==> src/common/gpc_pkg.sv <==
/*
 pin control package: register map, field layout, reset values,
 function codes and the carrier structs of the routed signals.
 assumes one 16-bit register bus and one clock domain.
*/
package gpc_pkg;

	// register byte addresses
	localparam logic [15:0] GPC_CTRL_OFFSET   = 16'h4043;
	localparam logic [15:0] GPC_LEVEL_OFFSET  = 16'h4044;
	localparam logic [15:0] GPC_STATUS_OFFSET = 16'h4045;

	// control field positions
	localparam int GPC_DIR_BIT   = 15;
	localparam int GPC_PULL_HI   = 14;
	localparam int GPC_PULL_LO   = 13;
	localparam int GPC_EDGE_BIT  = 12;
	localparam int GPC_SUPPLY_BIT = 11;
	localparam int GPC_POL_BIT   = 10;
	localparam int GPC_OD_BIT    = 9;
	localparam int GPC_ENA_BIT   = 7;
	localparam int GPC_FN_HI     = 3;
	localparam int GPC_FN_LO     = 0;

	// reset value and implemented bits of the control register
	localparam logic [15:0] GPC_CTRL_RESET = 16'ha400;
	localparam logic [15:0] GPC_CTRL_MASK  = 16'hfe8f;
	localparam logic [15:0] GPC_ZERO       = 16'h0000;

	// pull encodings
	localparam logic [1:0] GPC_PULL_NONE = 2'h0;
	localparam logic [1:0] GPC_PULL_DOWN = 2'h1;
	localparam logic [1:0] GPC_PULL_UP   = 2'h2;

	// input function codes
	typedef enum logic [3:0] {
		GPC_IN_PLAIN_LONG  = 4'h0,
		GPC_IN_PLAIN       = 4'h1,
		GPC_IN_ON_OFF      = 4'h2,
		GPC_IN_SLEEP_WAKE  = 4'h3,
		GPC_IN_SLEEP_WAKE_L = 4'h4,
		GPC_IN_SLEEP       = 4'h5,
		GPC_IN_POWER_ON    = 4'h6,
		GPC_IN_WATCHDOG    = 4'h7,
		GPC_IN_VSCALE1     = 4'h8,
		GPC_IN_VSCALE2     = 4'h9,
		GPC_IN_HW_EN1      = 4'ha,
		GPC_IN_HW_EN2      = 4'hb,
		GPC_IN_HW_CTL1     = 4'hc,
		GPC_IN_HW_CTL2     = 4'hd,
		GPC_IN_HW_CTL1_L   = 4'he,
		GPC_IN_HW_CTL2_L   = 4'hf
	} gpc_in_fn_type;

	// signals routed from the pin into the device
	typedef struct packed {
		logic plain_level;
		logic power_on_off_req;
		logic sleep_wake_req;
		logic sleep_req;
		logic power_on_req;
		logic watchdog_reset;
		logic voltage_scale_select_one;
		logic voltage_scale_select_two;
		logic hw_enable_one;
		logic hw_enable_two;
		logic hw_control_one;
		logic hw_control_two;
	} gpc_route_type;

	// device signals that may be driven out, bit index = output code
	typedef struct packed {
		logic aux_reset;            // 15
		logic ext_power_clock;      // 14
		logic converter_power_good; // 13
		logic system_supply_good;   // 12
		logic ext_power_enable_two; // 11
		logic ext_power_enable_one; // 10
		logic scale_done_two;       // 9
		logic scale_done_one;       // 8
		logic [2:0] unused_codes;   // 7..5, reserved, read as low
		logic power_state_change;   // 4
		logic sleep_state;          // 3
		logic on_state;             // 2
		logic osc_clock;            // 1
		logic unused_level;         // 0, replaced by the level register
	} gpc_source_type;

endpackage

==> src/logic/gpc_pin_control.sv <==
/*
 single pin control: control register, pad drive, pull and supply
 select, input routing and edge event detection.
 assumes the register master and the source signals share CLK_SYS;
 PIN_IN is asynchronous and is synchronised here.
*/
// Overview of operation
// - bit 15 direction, one means input
// - bits 14:13 choose pull, default pull-down
// - single edge follows polarity setting
// - edge mode one fires on both edges
// - bit 11 picks pad supply domain
// - bit 10 zero inverts pin signal
// - bit 9 open drain drives low only
// - bit 7 zero tri-states the pin
// - input codes 0,1 plain, debounce differs
// - input codes 2-6 power requests
// - input 7 watchdog, 8-9 voltage scaling
// - input 10-15 hardware enables and controls
// - output 0 level register, 1 oscillator
// - output 2-4 state indications, 5-7 reserved
// - output 8-11 scaling done, power enables
// - output 12-13 supply and power good
// - output 14 power clock, 15 aux reset
module gpc_pin_control (
	// clock, reset, enable
	input  wire logic                   CLK_SYS,
	input  wire logic                   RST_B,
	input  wire logic                   CE,
	// register port
	input  wire logic [15:0]            REG_ADDR,
	input  wire logic [15:0]            REG_WDATA,
	input  wire logic                   REG_WR,
	input  wire logic                   REG_RD,
	output logic      [15:0]            REG_RDATA,
	// pad
	input  wire logic                   PIN_IN,
	output logic                        PIN_OUT,
	output logic                        PIN_OE,
	output logic                        PULL_UP_EN,
	output logic                        PULL_DOWN_EN,
	output logic                        SUPPLY_SEL,
	// device side
	input  wire gpc_pkg::gpc_source_type SRC,
	output gpc_pkg::gpc_route_type      ROUTE,
	output logic                        LONG_DEBOUNCE,
	output logic                        PIN_EVENT
);
	import gpc_pkg::*;

	logic [15:0]    ctrl_reg;
	logic           level_reg;
	logic [15:0]    rdata_reg;
	logic           sync1_reg;
	logic           sync2_reg;
	logic           prev_reg;
	logic           pin_out_reg;
	logic           pin_oe_reg;
	logic           pull_up_reg;
	logic           pull_down_reg;
	logic           supply_reg;
	gpc_route_type  route_reg;
	gpc_route_type  route_next;
	logic           long_db_reg;
	logic           long_db_next;
	logic           event_reg;
	logic           event_next;
	logic           pin_out_next;
	logic           pin_oe_next;

	logic           is_input;
	logic           enabled;
	logic           pol;
	logic [3:0]     fn;
	logic [1:0]     pull;
	logic           in_level;
	logic           src_level;
	logic           drive_level;
	logic [15:0]    src_vec;

	assign is_input = ctrl_reg[GPC_DIR_BIT];
	assign enabled  = ctrl_reg[GPC_ENA_BIT];
	assign pol      = ctrl_reg[GPC_POL_BIT];
	assign fn       = ctrl_reg[GPC_FN_HI:GPC_FN_LO];
	assign pull     = ctrl_reg[GPC_PULL_HI:GPC_PULL_LO];

	// control register, only implemented bits are kept
	always_ff @(posedge CLK_SYS) begin
		if (!RST_B) begin
			ctrl_reg <= GPC_CTRL_RESET;
		end else if (CE && REG_WR && REG_ADDR == GPC_CTRL_OFFSET) begin
			ctrl_reg <= REG_WDATA & GPC_CTRL_MASK;
		end
	end

	// output level register for the plain output code
	always_ff @(posedge CLK_SYS) begin
		if (!RST_B) begin
			level_reg <= 1'b0;
		end else if (CE && REG_WR && REG_ADDR == GPC_LEVEL_OFFSET) begin
			level_reg <= REG_WDATA[0];
		end
	end

	// read data stands one cycle after the strobe, else zero
	always_ff @(posedge CLK_SYS) begin
		if (!RST_B) begin
			rdata_reg <= GPC_ZERO;
		end else if (CE) begin
			rdata_reg <= GPC_ZERO;
			if (REG_RD) begin
				unique case (REG_ADDR)
					GPC_CTRL_OFFSET: begin
						rdata_reg <= ctrl_reg;
					end
					GPC_LEVEL_OFFSET: begin
						rdata_reg <= {15'h0000, level_reg};
					end
					GPC_STATUS_OFFSET: begin
						rdata_reg <= {15'h0000, sync2_reg};
					end
					default: begin
						rdata_reg <= GPC_ZERO;
					end
				endcase
			end
		end
	end

	// two-stage synchroniser, first stage feeds only the second
	always_ff @(posedge CLK_SYS) begin
		if (!RST_B) begin
			sync1_reg <= 1'b0;
			sync2_reg <= 1'b0;
		end else if (CE) begin
			sync1_reg <= PIN_IN;
			sync2_reg <= sync1_reg;
		end
	end

	// edge history tracks while off, so enabling makes no edge
	always_ff @(posedge CLK_SYS) begin
		if (!RST_B) begin
			prev_reg <= 1'b0;
		end else if (CE) begin
			prev_reg <= in_level;
		end
	end

	// polarity applied to the sampled pin
	assign in_level = sync2_reg ^ ~pol;

	// edge event, only meaningful while the pin listens
	always_comb begin
		event_next = 1'b0;
		if (is_input && enabled) begin
			if (ctrl_reg[GPC_EDGE_BIT]) begin
				event_next = in_level ^ prev_reg;
			end else begin
				event_next = in_level & ~prev_reg;
			end
		end
	end

	// input routing; a tri-stated pin requests nothing
	always_comb begin
		route_next   = '0;
		long_db_next = 1'b0;
		if (is_input && enabled) begin
			unique case (gpc_in_fn_type'(fn))
				GPC_IN_PLAIN_LONG: begin
					route_next.plain_level = in_level;
					long_db_next = 1'b1;
				end
				GPC_IN_PLAIN: begin
					route_next.plain_level = in_level;
				end
				GPC_IN_ON_OFF: begin
					route_next.power_on_off_req = in_level;
				end
				GPC_IN_SLEEP_WAKE: begin
					route_next.sleep_wake_req = in_level;
				end
				GPC_IN_SLEEP_WAKE_L: begin
					route_next.sleep_wake_req = in_level;
					long_db_next = 1'b1;
				end
				GPC_IN_SLEEP: begin
					route_next.sleep_req = in_level;
				end
				GPC_IN_POWER_ON: begin
					route_next.power_on_req = in_level;
				end
				GPC_IN_WATCHDOG: begin
					route_next.watchdog_reset = in_level;
				end
				GPC_IN_VSCALE1: begin
					route_next.voltage_scale_select_one = in_level;
				end
				GPC_IN_VSCALE2: begin
					route_next.voltage_scale_select_two = in_level;
				end
				GPC_IN_HW_EN1: begin
					route_next.hw_enable_one = in_level;
				end
				GPC_IN_HW_EN2: begin
					route_next.hw_enable_two = in_level;
				end
				GPC_IN_HW_CTL1: begin
					route_next.hw_control_one = in_level;
				end
				GPC_IN_HW_CTL2: begin
					route_next.hw_control_two = in_level;
				end
				GPC_IN_HW_CTL1_L: begin
					route_next.hw_control_one = in_level;
					long_db_next = 1'b1;
				end
				GPC_IN_HW_CTL2_L: begin
					route_next.hw_control_two = in_level;
					long_db_next = 1'b1;
				end
			endcase
		end
	end

	// output source select; reserved codes stay low
	always_comb begin
		src_vec      = SRC;
		src_vec[0]   = level_reg;
		src_vec[7:5] = 3'h0;
		src_level    = src_vec[fn];
	end

	assign drive_level = src_level ^ ~pol;

	// pad drive
	always_comb begin
		pin_out_next = 1'b0;
		pin_oe_next  = 1'b0;
		if (!is_input && enabled) begin
			if (ctrl_reg[GPC_OD_BIT]) begin
				pin_out_next = 1'b0;
				pin_oe_next  = ~drive_level;
			end else begin
				pin_out_next = drive_level;
				pin_oe_next  = 1'b1;
			end
		end
	end

	// registered pad controls; costs one cycle of latency on clocks
	always_ff @(posedge CLK_SYS) begin
		if (!RST_B) begin
			pin_out_reg <= 1'b0;
			pin_oe_reg  <= 1'b0;
		end else if (CE) begin
			pin_out_reg <= pin_out_next;
			pin_oe_reg  <= pin_oe_next;
		end
	end

	// pull and supply select, static between writes
	always_ff @(posedge CLK_SYS) begin
		if (!RST_B) begin
			pull_up_reg   <= 1'b0;
			pull_down_reg <= 1'b1;
			supply_reg    <= 1'b0;
		end else if (CE) begin
			pull_up_reg   <= (pull == GPC_PULL_UP);
			pull_down_reg <= (pull == GPC_PULL_DOWN);
			supply_reg    <= ctrl_reg[GPC_SUPPLY_BIT];
		end
	end

	// registered routing
	always_ff @(posedge CLK_SYS) begin
		if (!RST_B) begin
			route_reg   <= '0;
			long_db_reg <= 1'b0;
		end else if (CE) begin
			route_reg   <= route_next;
			long_db_reg <= long_db_next;
		end
	end

	// registered event pulse
	always_ff @(posedge CLK_SYS) begin
		if (!RST_B) begin
			event_reg <= 1'b0;
		end else if (CE) begin
			event_reg <= event_next;
		end
	end

	assign REG_RDATA     = rdata_reg;
	assign PIN_OUT       = pin_out_reg;
	assign PIN_OE        = pin_oe_reg;
	assign PULL_UP_EN    = pull_up_reg;
	assign PULL_DOWN_EN  = pull_down_reg;
	assign SUPPLY_SEL    = supply_reg;
	assign ROUTE         = route_reg;
	assign LONG_DEBOUNCE = long_db_reg;
	assign PIN_EVENT     = event_reg;

endmodule // gpc_pin_control

==> config.mk <==
export PLATFORM = sky130hd
export DESIGN_NAME = gpc_pin_control
export DESIGN_NICKNAME = d
export VERILOG_FILES = /design/src/common/gpc_pkg.sv /design/src/logic/gpc_pin_control.sv
export SDC_FILE = /design/constraint.sdc
export NUM_CORES = 1
export LEC_CHECK = 0
export BUFFER_PORTS_ARGS = -buffer_cell sky130_fd_sc_hd__clkbuf_2
export CORE_ASPECT_RATIO = 0.7
export CORE_MARGIN = 2
export CORE_UTILIZATION = 30
export CTS_CLUSTER_SIZE = 25
export DETAILED_ROUTE_END_ITERATION = 6
export SLEW_MARGIN = 15
export SYNTH_ARGS = -nofsm -noshare
export SYNTH_HDL_FRONTEND = slang
export SYNTH_SLANG_ARGS = --single-unit
==> constraint.sdc <==
create_clock -name CLK_SYS -period 1.75 [get_ports CLK_SYS]
set_clock_uncertainty 0.1 [all_clocks]
set_input_delay 0.35 -clock CLK_SYS [delete_from_list [all_inputs] [get_ports CLK_SYS]]
set_output_delay 0.35 -clock CLK_SYS [all_outputs]
set_load 0.05 [all_outputs]
## Word level (Yosys, flattened, before mapping)

Cells that the tools add are included.

| cells by class | value |
|---|---|
| reductions and logical operators | 12 |
| bitwise gates (word level) | 7 |
| $lt $le $gt $ge | 1 |
| mux-type cells | 25 |
| equality and inequality tests | 20 |

Operators with widths:

| operator | number |
|---|---|
| $eq A16 B15 Y1 const B | 3 |
| $pmux W16 S3 | 1 |
| $eq A4 B4 Y1 const B | 8 |
| $mux W1 | 21 |
| $eq A4 B3 Y1 const B | 4 |
| $mux W16 | 1 |
| $mux W12 | 1 |
| $eq A4 B2 Y1 const B | 2 |
| $reduce_or A2 Y1 | 4 |
| $logic_and A1 B1 Y1 | 5 |
| $lt A4 B5 Y1 const B | 1 |
| $bmux W1 S4 | 1 |
| $eq A4 B1 Y1 const B | 1 |
| $logic_not A4 Y1 | 1 |
| $reduce_or A4 Y1 | 1 |
| $not A1 Y1 | 3 |
| $xor A1 B1 Y1 | 3 |
| $eq A2 B1 Y1 const B | 1 |
| $eq A2 B2 Y1 const B | 1 |
| $and A1 B1 Y1 | 1 |
| $logic_not A1 Y1 | 1 |

| word-level totals | value |
|---|---|
| bits in registers | 51 |

## Logic depth before layout (Yosys ltp)

Gate-level depths: netlist of the first run.

| depth | value |
|---|---|
| depth in word-level cells | 6 |
| gate-level depth with buffers | 7 |
| depth with buffers taken out | 6 |

## Worst setup path after synthesis of the first run

OpenSTA, ideal clock, no wires.

| timing path | value |
|---|---|
| path kind | register -> register |
| start | register ctrl_reg[3] |
| end | register pin_oe_reg (netlist: PIN_OE) |
| path buffers | 1 |
| library setup time | 0.081 ns |
| data required time | 1.569 ns |
| clock period less this slack | 1.821 ns |
| path slack | -0.071 ns |
| arrival | 1.640 ns |
| cell stages (with the launch flop) | 7 |
| path through | dfxtp_1 -> buf_4 -> mux2_1 -> a22oi_1 -> mux2_1 -> a41o_1 -> a41oi_1 |

| on the way | value |
|---|---|
| longest elaborated chain between the ends | 6 |

Ends and longest elaborated chain:

| item | RTL line | source |
|---|---|---|
| from (decl) | gpc_pin_control.sv:51 | `logic [15:0] ctrl_reg;` |
| from (signal assigned) | gpc_pin_control.sv:92 | `ctrl_reg <= REG_WDATA & GPC_CTRL_MASK;` |
| $bmux W1 S4 | gpc_pin_control.sv:232 | `src_level = src_vec[fn];` |
| $mux W1 (not written as such) | gpc_pin_control.sv:232 |  |
| $xor A1 B1 Y1 | gpc_pin_control.sv:235 | `assign drive_level = src_level ^ ~pol;` |
| $not A1 Y1 | gpc_pin_control.sv:244 | `pin_oe_next = ~drive_level;` |
| $mux W1 | gpc_pin_control.sv:242 | `if (ctrl_reg[GPC_OD_BIT]) begin` |
| $mux W1 | gpc_pin_control.sv:241 | `if (!is_input && enabled) begin` |
| to (signal assigned) | gpc_pin_control.sv:259 | `pin_oe_reg <= pin_oe_next;` |
| to (decl) | gpc_pin_control.sv:58 | `logic pin_oe_reg;` |

Every way passes these cells. The select of a mux whose other input is x is not followed.
A chain may end at the register's enable or synchronous reset.

## Worst setup path in the final report of the first run

| timing path | value |
|---|---|
| start | register ctrl_reg[1] |
| end | register pin_oe_reg (netlist: PIN_OE) |

The elaborated chain is that of the path after synthesis.

==> results of run 1 <==
## cells in the mapped netlist, drive strengths merged
cell type | instances | share of area [%]
o22a | 1 | 0.40
o221ai | 1 | 0.40
nor3b | 1 | 0.34
nand2 | 12 | 2.0
inv | 6 | 1.0
dfxtp | 47 | 43
xnor2 | 1 | 0.40
mux2 | 5 | 2.6
clkinv | 1 | 0.17
nor2 | 6 | 1.4
clkbuf | 9 | 1.5
mux2i | 21 | 9.5
a22oi | 18 | 6.1
o211ai | 2 | 0.68
buf | 11 | 3.4
nor2b | 39 | 11
conb | 1 | 0.17
a21boi | 3 | 1.0
o2111ai | 1 | 0.40
a21oi | 3 | 0.68
and2 | 3 | 0.85
a31oi | 1 | 0.28
nand4 | 5 | 1.7
nand3 | 5 | 1.1
nand2b | 2 | 0.57
o2bb2ai | 1 | 0.40
nor4b | 2 | 1.1
nand3b | 2 | 0.68
o22ai | 1 | 0.28
nor3 | 4 | 1.4
nor4 | 2 | 0.57
a211oi | 1 | 0.34
o21ai | 1 | 0.23
o32ai | 1 | 0.40
ha | 1 | 0.57
a32oi | 5 | 2.0
a41oi | 2 | 0.80
or3 | 1 | 0.28
a41o | 1 | 0.45
## placed cells by master (no fill, tap or decap), types with 3 or more instances in the layout
master / instances
nor2b_1: 39
conb_1: 4
nand2_1: 12
a32oi_1: 5
nor2_1: 5
and2_1: 3
mux2i_1: 21
a21oi_1: 3
a22oi_1: 17
dfxtp_1: 46
clkbuf_2: 76
a21boi_0: 3
inv_1: 6
nand4_1: 4
nor3_1: 3
mux2_4: 3
buf_4: 19
nand3_1: 5
clkbuf_8: 5
## critical path, delay by kind of cell (launching register included)
family	cells	cell delay, ns
AO/OA/AOI/OAI	3	0.52
multiplexers	2	0.59
flip-flops	1	0.41
## repair_timing
| item | 4_1_cts | 5_1_grt |
|---|---|---|
| hold buffers | 0 | 0 |
| cloned | 0 | 0 |
| endpoints found under the setup margin | 1 | 2 |
| gates resized for setup | 3 | 0 |
| pin swaps | 2 | 1 |
## cells by family after synthesis
kind of cell | share of synthesized area (%)
fa+ha+maj | 0.5678
flops | 42.70
buf+inv | 6.076
mux | 12.10
simple gates | 23.11
other cells | 0.1702
xor+xnor | 0.3976
compound gates | 14.88
## power groups by stage
| stage | Clock [mW] | Combinational [mW] | Sequential, mW |
|---|---|---|---|
| 4_1_cts | 0.649 | 0.162 | 1.07 |
| 2_1_floorplan | 0 | 0.0878 | 1.10 |
| 3_5_place_dp | 0 | 0.161 | 1.10 |
| 3_3_place_gp | 0 | 0.160 | 1.10 |
| 6_report | 0.626 | 0.159 | 1.07 |
| 5_1_grt | 0.706 | 0.174 | 1.07 |
## worst max-delay path by stage
| stage | start | to | slack (ns) |
|---|---|---|---|
| 2_1_floorplan | ctrl_reg[3] | PIN_OE | 0.004 |
| 3_3_place_gp | ctrl_reg[3] | PIN_OE | -0.07 |
| 3_5_place_dp | REG_ADDR[7] | ctrl_reg[13] | -0.08 |
| 4_1_cts | ctrl_reg[3] | PIN_OE | -0.03 |
| 5_1_grt | ctrl_reg[3] | PIN_OE | -0.05 |
| 6_report | ctrl_reg[1] | PIN_OE | 0.01 |
## layout make-up
class	instances	area, um^2	share of cell area (%)
inverters	7	26.28	0.9119
flip-flops and latches	47	944.7	32.78
repair buffers	96	543.0	18.85
well taps	98	122.6	4.255
clock inverters	1	5.005	0.1737
clock buffers	7	76.32	2.649
multi-input cells	159	1164	40.38
## routing by layer
metal	track usage [%]	routed length, um
met3	4.021	338
met1	18.87	2651
met5	0	0
met2	22.93	2406
met4	2.165	0
## through the flow
stage                     util, %  worst slack (ns)
final                       39.90           0.01046
after global routing        39.90          -0.04992
after CTS                   39.90          -0.02693
after detailed placement    38.62          -0.08074
after global placement      38.62          -0.06583
after floorplan                 -          0.004113
==> qor.yml, run 1 <==
outcome: "finished clean"
mapped_cells: 230
detailed_place.area_um2: 2789
route.vias.total: 1932
r2r-end: "PIN_OE"
post_synth.cell_area_avg_um2: 9.580
drt_pre_antenna_iters: 4
global_route.usage.total_pct: 13.93
placement.io_buffers: 76
netlist-cell-type-count: 46
reg2reg_from: "ctrl_reg[1]"
crit_path_start_kind: "flop"
worst_r2r_path_cells: 5
wirelength_um: 5396
dp.final_hpwl_um: 4188
placementRows: 26
pwr_density_cell_nw_per_um2: 644.7
floorplan.io_pins: 89
initial_core_util_pct: 30.51
regToRegSetupSlack_ns: 0.01
worst_hold_startpoint: "REG_WDATA[15]"
holdPathEnd: "ctrl_reg[15]"
worst_ep_required_time_ns: 1.82
dieWidth_um: 106.4
clock_sinks: 47
clock_power_share_pct: 33.7
grt-ovfl-total: 0
critical-path-slowest-cell: "dfxtp_1"
setup_total_negative_slack_ns: 0
power.total_mw: 1.858
finalMaxSlewViolations: 0
unrepaired_setup_endpoints_after_global_routing: "yes"
largest_net_degree_at_the_start_of_global_routing: 41
p_sw_share_pct: 23.10
critPathMaxStageDelay_ns: 0.41
total_switching_power_mw: 0.4291
worst_ir_drop_vdd_uv: 318.8
fin_cells: 415
clk_pin_slew_ns: 0.09
sequential_fraction_of_the_synthesis_area_pct: 42.70
drt-wirelength-per-cell_um: 13.00
clock_latency_ns: 0.29
post-route-drc-count: 0
worst_hold_slack_ns: 0.1760
placeableCoreArea_um2: 7222
route.antenna.remaining_nets: 0
grt_antenna_before_repair: 0
route.detailed.vias_per_inst: 4.655
stdcell_area_um2: 2882
final_net_count: 371
cts_inserted_buffers: 5
power.share.sequential_pct: 57.7
cell_count_after_placement: 407
power.share.combinational_pct: 8.5
cts-root-to-sink-buffers: 2
p_int_mw: 1.429
synthToLayoutAreaGrowth_pct: 30.78
vias_in_the_first_global_route: 1841
drtIter0Drc: 78
report.final.setup_viol: 0
die_h_um: 75.70
path_cells: "mux2_2, a41oi_1, mux2_4, a41o_1, a41oi_2"
p_leak_nw: 1.150
finalHoldViolations: 0
cts-root-buf: "clkbuf_8"
achievable_freq_mhz: 574.9
filler_cell_count: 765
min_path_cells: 3
synthesis.area_um2: 2203
hp-class: "input pin to flop"
die_area_um2: 8057
gp_congestion: 0.8379
critPathArrivalTime_ns: 1.81
final_min_period_over_clock_period_pct: 99.40
global_route_wire_length_before_repair_um: 8832
maxCapViolCount: 0
cts_tree: "yes"
antenna-diode-count: 0
postCtsSetupBuffers: 0
period_minus_slack_ns: 1.740
crit_fanout: 4
path_class: "flop to flop"
synth_seq_cells: 47
yosys_warnings: 0
final_layout_size_suffix_gt1_share_pct: 35.96
htree_levels: 2
cp-end-kind: "flop"
Power figures use the tool's default switching activity.
==> run 2: changes to the inputs <==
==> constraint.sdc (replaced) <==
create_clock -name CLK_SYS -period 1.74 [get_ports CLK_SYS]
set_clock_uncertainty 0.1 [all_clocks]
set_input_delay 0.348 -clock CLK_SYS [delete_from_list [all_inputs] [get_ports CLK_SYS]]
set_output_delay 0.348 -clock CLK_SYS [all_outputs]
set_load 0.05 [all_outputs]
==> run 2 against run 1 <==
Die area unchanged. Largest power group unchanged. Sequential share of layout area shrank 0.59 points. Setup slack is essentially flat.
==> qor.yml, run 2 (synthesis gave the netlist of run 1 again) <==
place_ws_ns: -0.1350  # was -0.08074 ns
route.vias.total: 1979  # was 1932
clock_sinks: 47  # unchanged
final_min_period_over_clock_period_pct: 99.38  # was 99.40%
global_route_wire_length_before_repair_um: 9335  # was 8832 um
filler_cell_count: 755  # was 765
reg2reg_from: "ctrl_reg[3]"  # was ctrl_reg[1]
floorplan.io_pins: 89  # unchanged
maxCapViolCount: 0  # unchanged
placementRows: 26  # unchanged
antenna-diode-count: 0  # unchanged
cts-root-buf: "clkbuf_8"  # unchanged
p_sw_share_pct: 23.26  # was 23.10%
initial_core_util_pct: 30.51  # unchanged
placement.io_buffers: 76  # unchanged
die_area_um2: 8057  # unchanged
placeableCoreArea_um2: 7222  # unchanged
grt_antenna_before_repair: 0  # unchanged
power.total_mw: 2.071  # was 1.858 mW
synthToLayoutAreaGrowth_pct: 33.16  # was 30.78%
die_h_um: 75.70  # unchanged
grt-ovfl-total: 0  # unchanged
final_net_count: 371  # unchanged
hp-class: "input pin to flop"  # unchanged
drt_pre_antenna_iters: 4  # unchanged
route.antenna.remaining_nets: 0  # unchanged
crit_fanout: 4  # unchanged
final_layout_size_suffix_gt1_share_pct: 36.91  # was 35.96%
cts_tree: "yes"  # unchanged
r2r-end: "PIN_OE"  # unchanged
cts_inserted_buffers: 5  # unchanged
clk_pin_slew_ns: 0.10  # was 0.09 ns
finalMaxSlewViolations: 0  # unchanged
p_int_mw: 1.589  # was 1.429 mW
total_switching_power_mw: 0.4818  # was 0.4291 mW
clock_latency_ns: 0.30  # was 0.29 ns
report.final.setup_viol: 0  # unchanged
cts-root-to-sink-buffers: 2  # unchanged
gp_congestion: 0.7992  # was 0.8379
regToRegSetupSlack_ns: 0.01  # about the same
worst_ir_drop_vdd_uv: 329.5  # was 318.8 uV
dieWidth_um: 106.4  # unchanged
finalHoldViolations: 0  # unchanged
route.detailed.vias_per_inst: 4.769  # was 4.655
final.setup.worst_slack_ns: 0.01080  # was 0.01046 ns
p_leak_nw: 1.165  # was 1.150 nW
final_core_util_pct: 40.63  # was 39.90%
final_common_cell: "clkbuf_2"  # unchanged
worst_ep_required_time_ns: 1.87  # was 1.82 ns
power.share.sequential_pct: 52.1  # was 57.7%
worst_hold_startpoint: "REG_WDATA[10]"  # was REG_WDATA[15]
postCtsSetupBuffers: 0  # unchanged
critPathArrivalTime_ns: 1.86  # was 1.81 ns
clock_power_share_pct: 40.0  # was 33.7%
worst_r2r_path_cells: 5  # unchanged
drtIter0Drc: 54  # was 78
pwr_density_cell_nw_per_um2: 705.8  # was 644.7 nW/um^2
dp.final_hpwl_um: 4394  # was 4188 um
global_route.usage.total_pct: 14.86  # was 13.93%
wirelength_um: 5668  # was 5396 um
path_class: "flop to flop"  # unchanged
crit_path_start_kind: "flop"  # unchanged
achievable_freq_mhz: 578.3  # was 574.9 MHz
holdPathEnd: "ctrl_reg[10]"  # was ctrl_reg[15]
crit_start: "ctrl_reg[3]"  # was ctrl_reg[1]
largest_net_degree_at_the_start_of_global_routing: 29  # was 41
post-route-drc-count: 0  # unchanged
unrepaired_setup_endpoints_after_global_routing: "yes"  # unchanged
layout_common_cells: "clkbuf_2 (76), dfxtp_1 (46), nor2b_1 (39)"  # unchanged
outcome: "finished clean"  # unchanged
period_minus_slack_ns: 1.729  # was 1.740 ns
htree_levels: 2  # unchanged
worst_hold_slack_ns: 0.1503  # was 0.1760 ns
power.share.combinational_pct: 7.9  # was 8.5%
vias_in_the_first_global_route: 1904  # was 1841
min_path_cells: 3  # unchanged
cp-end-kind: "flop"  # unchanged
drt-wirelength-per-cell_um: 13.66  # was 13.00 um
run 2: power groups by stage:
stage | Combinational (mW) | Sequential [mW] | Clock [mW]
after floorplan | 0.0883 | 1.11 | 0
after global placement | 0.161 | 1.11 | 0
after global routing | 0.177 | 1.08 | 0.902
final | 0.164 | 1.08 | 0.828
after CTS | 0.165 | 1.08 | 0.852
after detailed placement | 0.164 | 1.11 | 0
run 2: final cells by class:
cell class | count | area, um^2 | area share (%)
multi-input combinational | 159 | 1166 | 39.74
inverter | 7 | 26.28 | 0.8955
tap | 98 | 122.6 | 4.179
clock buffer | 5 | 68.82 | 2.345
timing repair buffer | 96 | 559.3 | 19.06
clock inverter | 3 | 46.29 | 1.578
sequential | 47 | 944.7 | 32.20
run 2: metrics by stage:
stage / TNS [ns] / instance area (um^2) / cells
3_5_place_dp: -2.155 / 2801 / 407
5_1_grt: -0.05860 / 2934 / 415
6_report: 0 / 2934 / 415
4_1_cts: -0.002662 / 2928 / 415
3_3_place_gp: -1.491 / 2801 / 407
2_1_floorplan: 0 / 2235 / 233
run 2: what timing repair did:
action,in CTS,in global routing
pin swaps,2,2
gates resized for setup,3,2
endpoints found under the setup margin,2,4
hold buffers,0,0
run 2: per-layer routing:
layer	part of all wire, %	vias up	GRT usage, %	wire, um
li1	-	992	-	-
met1	45	913	19.27	2578
met2	46	64	24.36	2591
met3	7.8	10	5.047	441
met4	0.99	0	3.608	56
met5	0	-	0	0
run 2: worst max-delay path, stage by stage (launching register included):
cell     delay (ns)
dfxtp_4        0.38
mux2_4         0.30
a22oi_2        0.21
mux2_4         0.32
a41o_1         0.18
a41oi_2        0.16
run 2: worst max path at each step:
stage               slack [ns]       endpoint  depth (start not counted)
floorplan                0.003         PIN_OE                          6
global placement         -0.08   ctrl_reg[10]                          7
detailed placement       -0.13  REG_RDATA[12]                          8
CTS                     -0.003         PIN_OE                          5
global route             -0.06         PIN_OE                          5
finish                    0.01         PIN_OE                          5
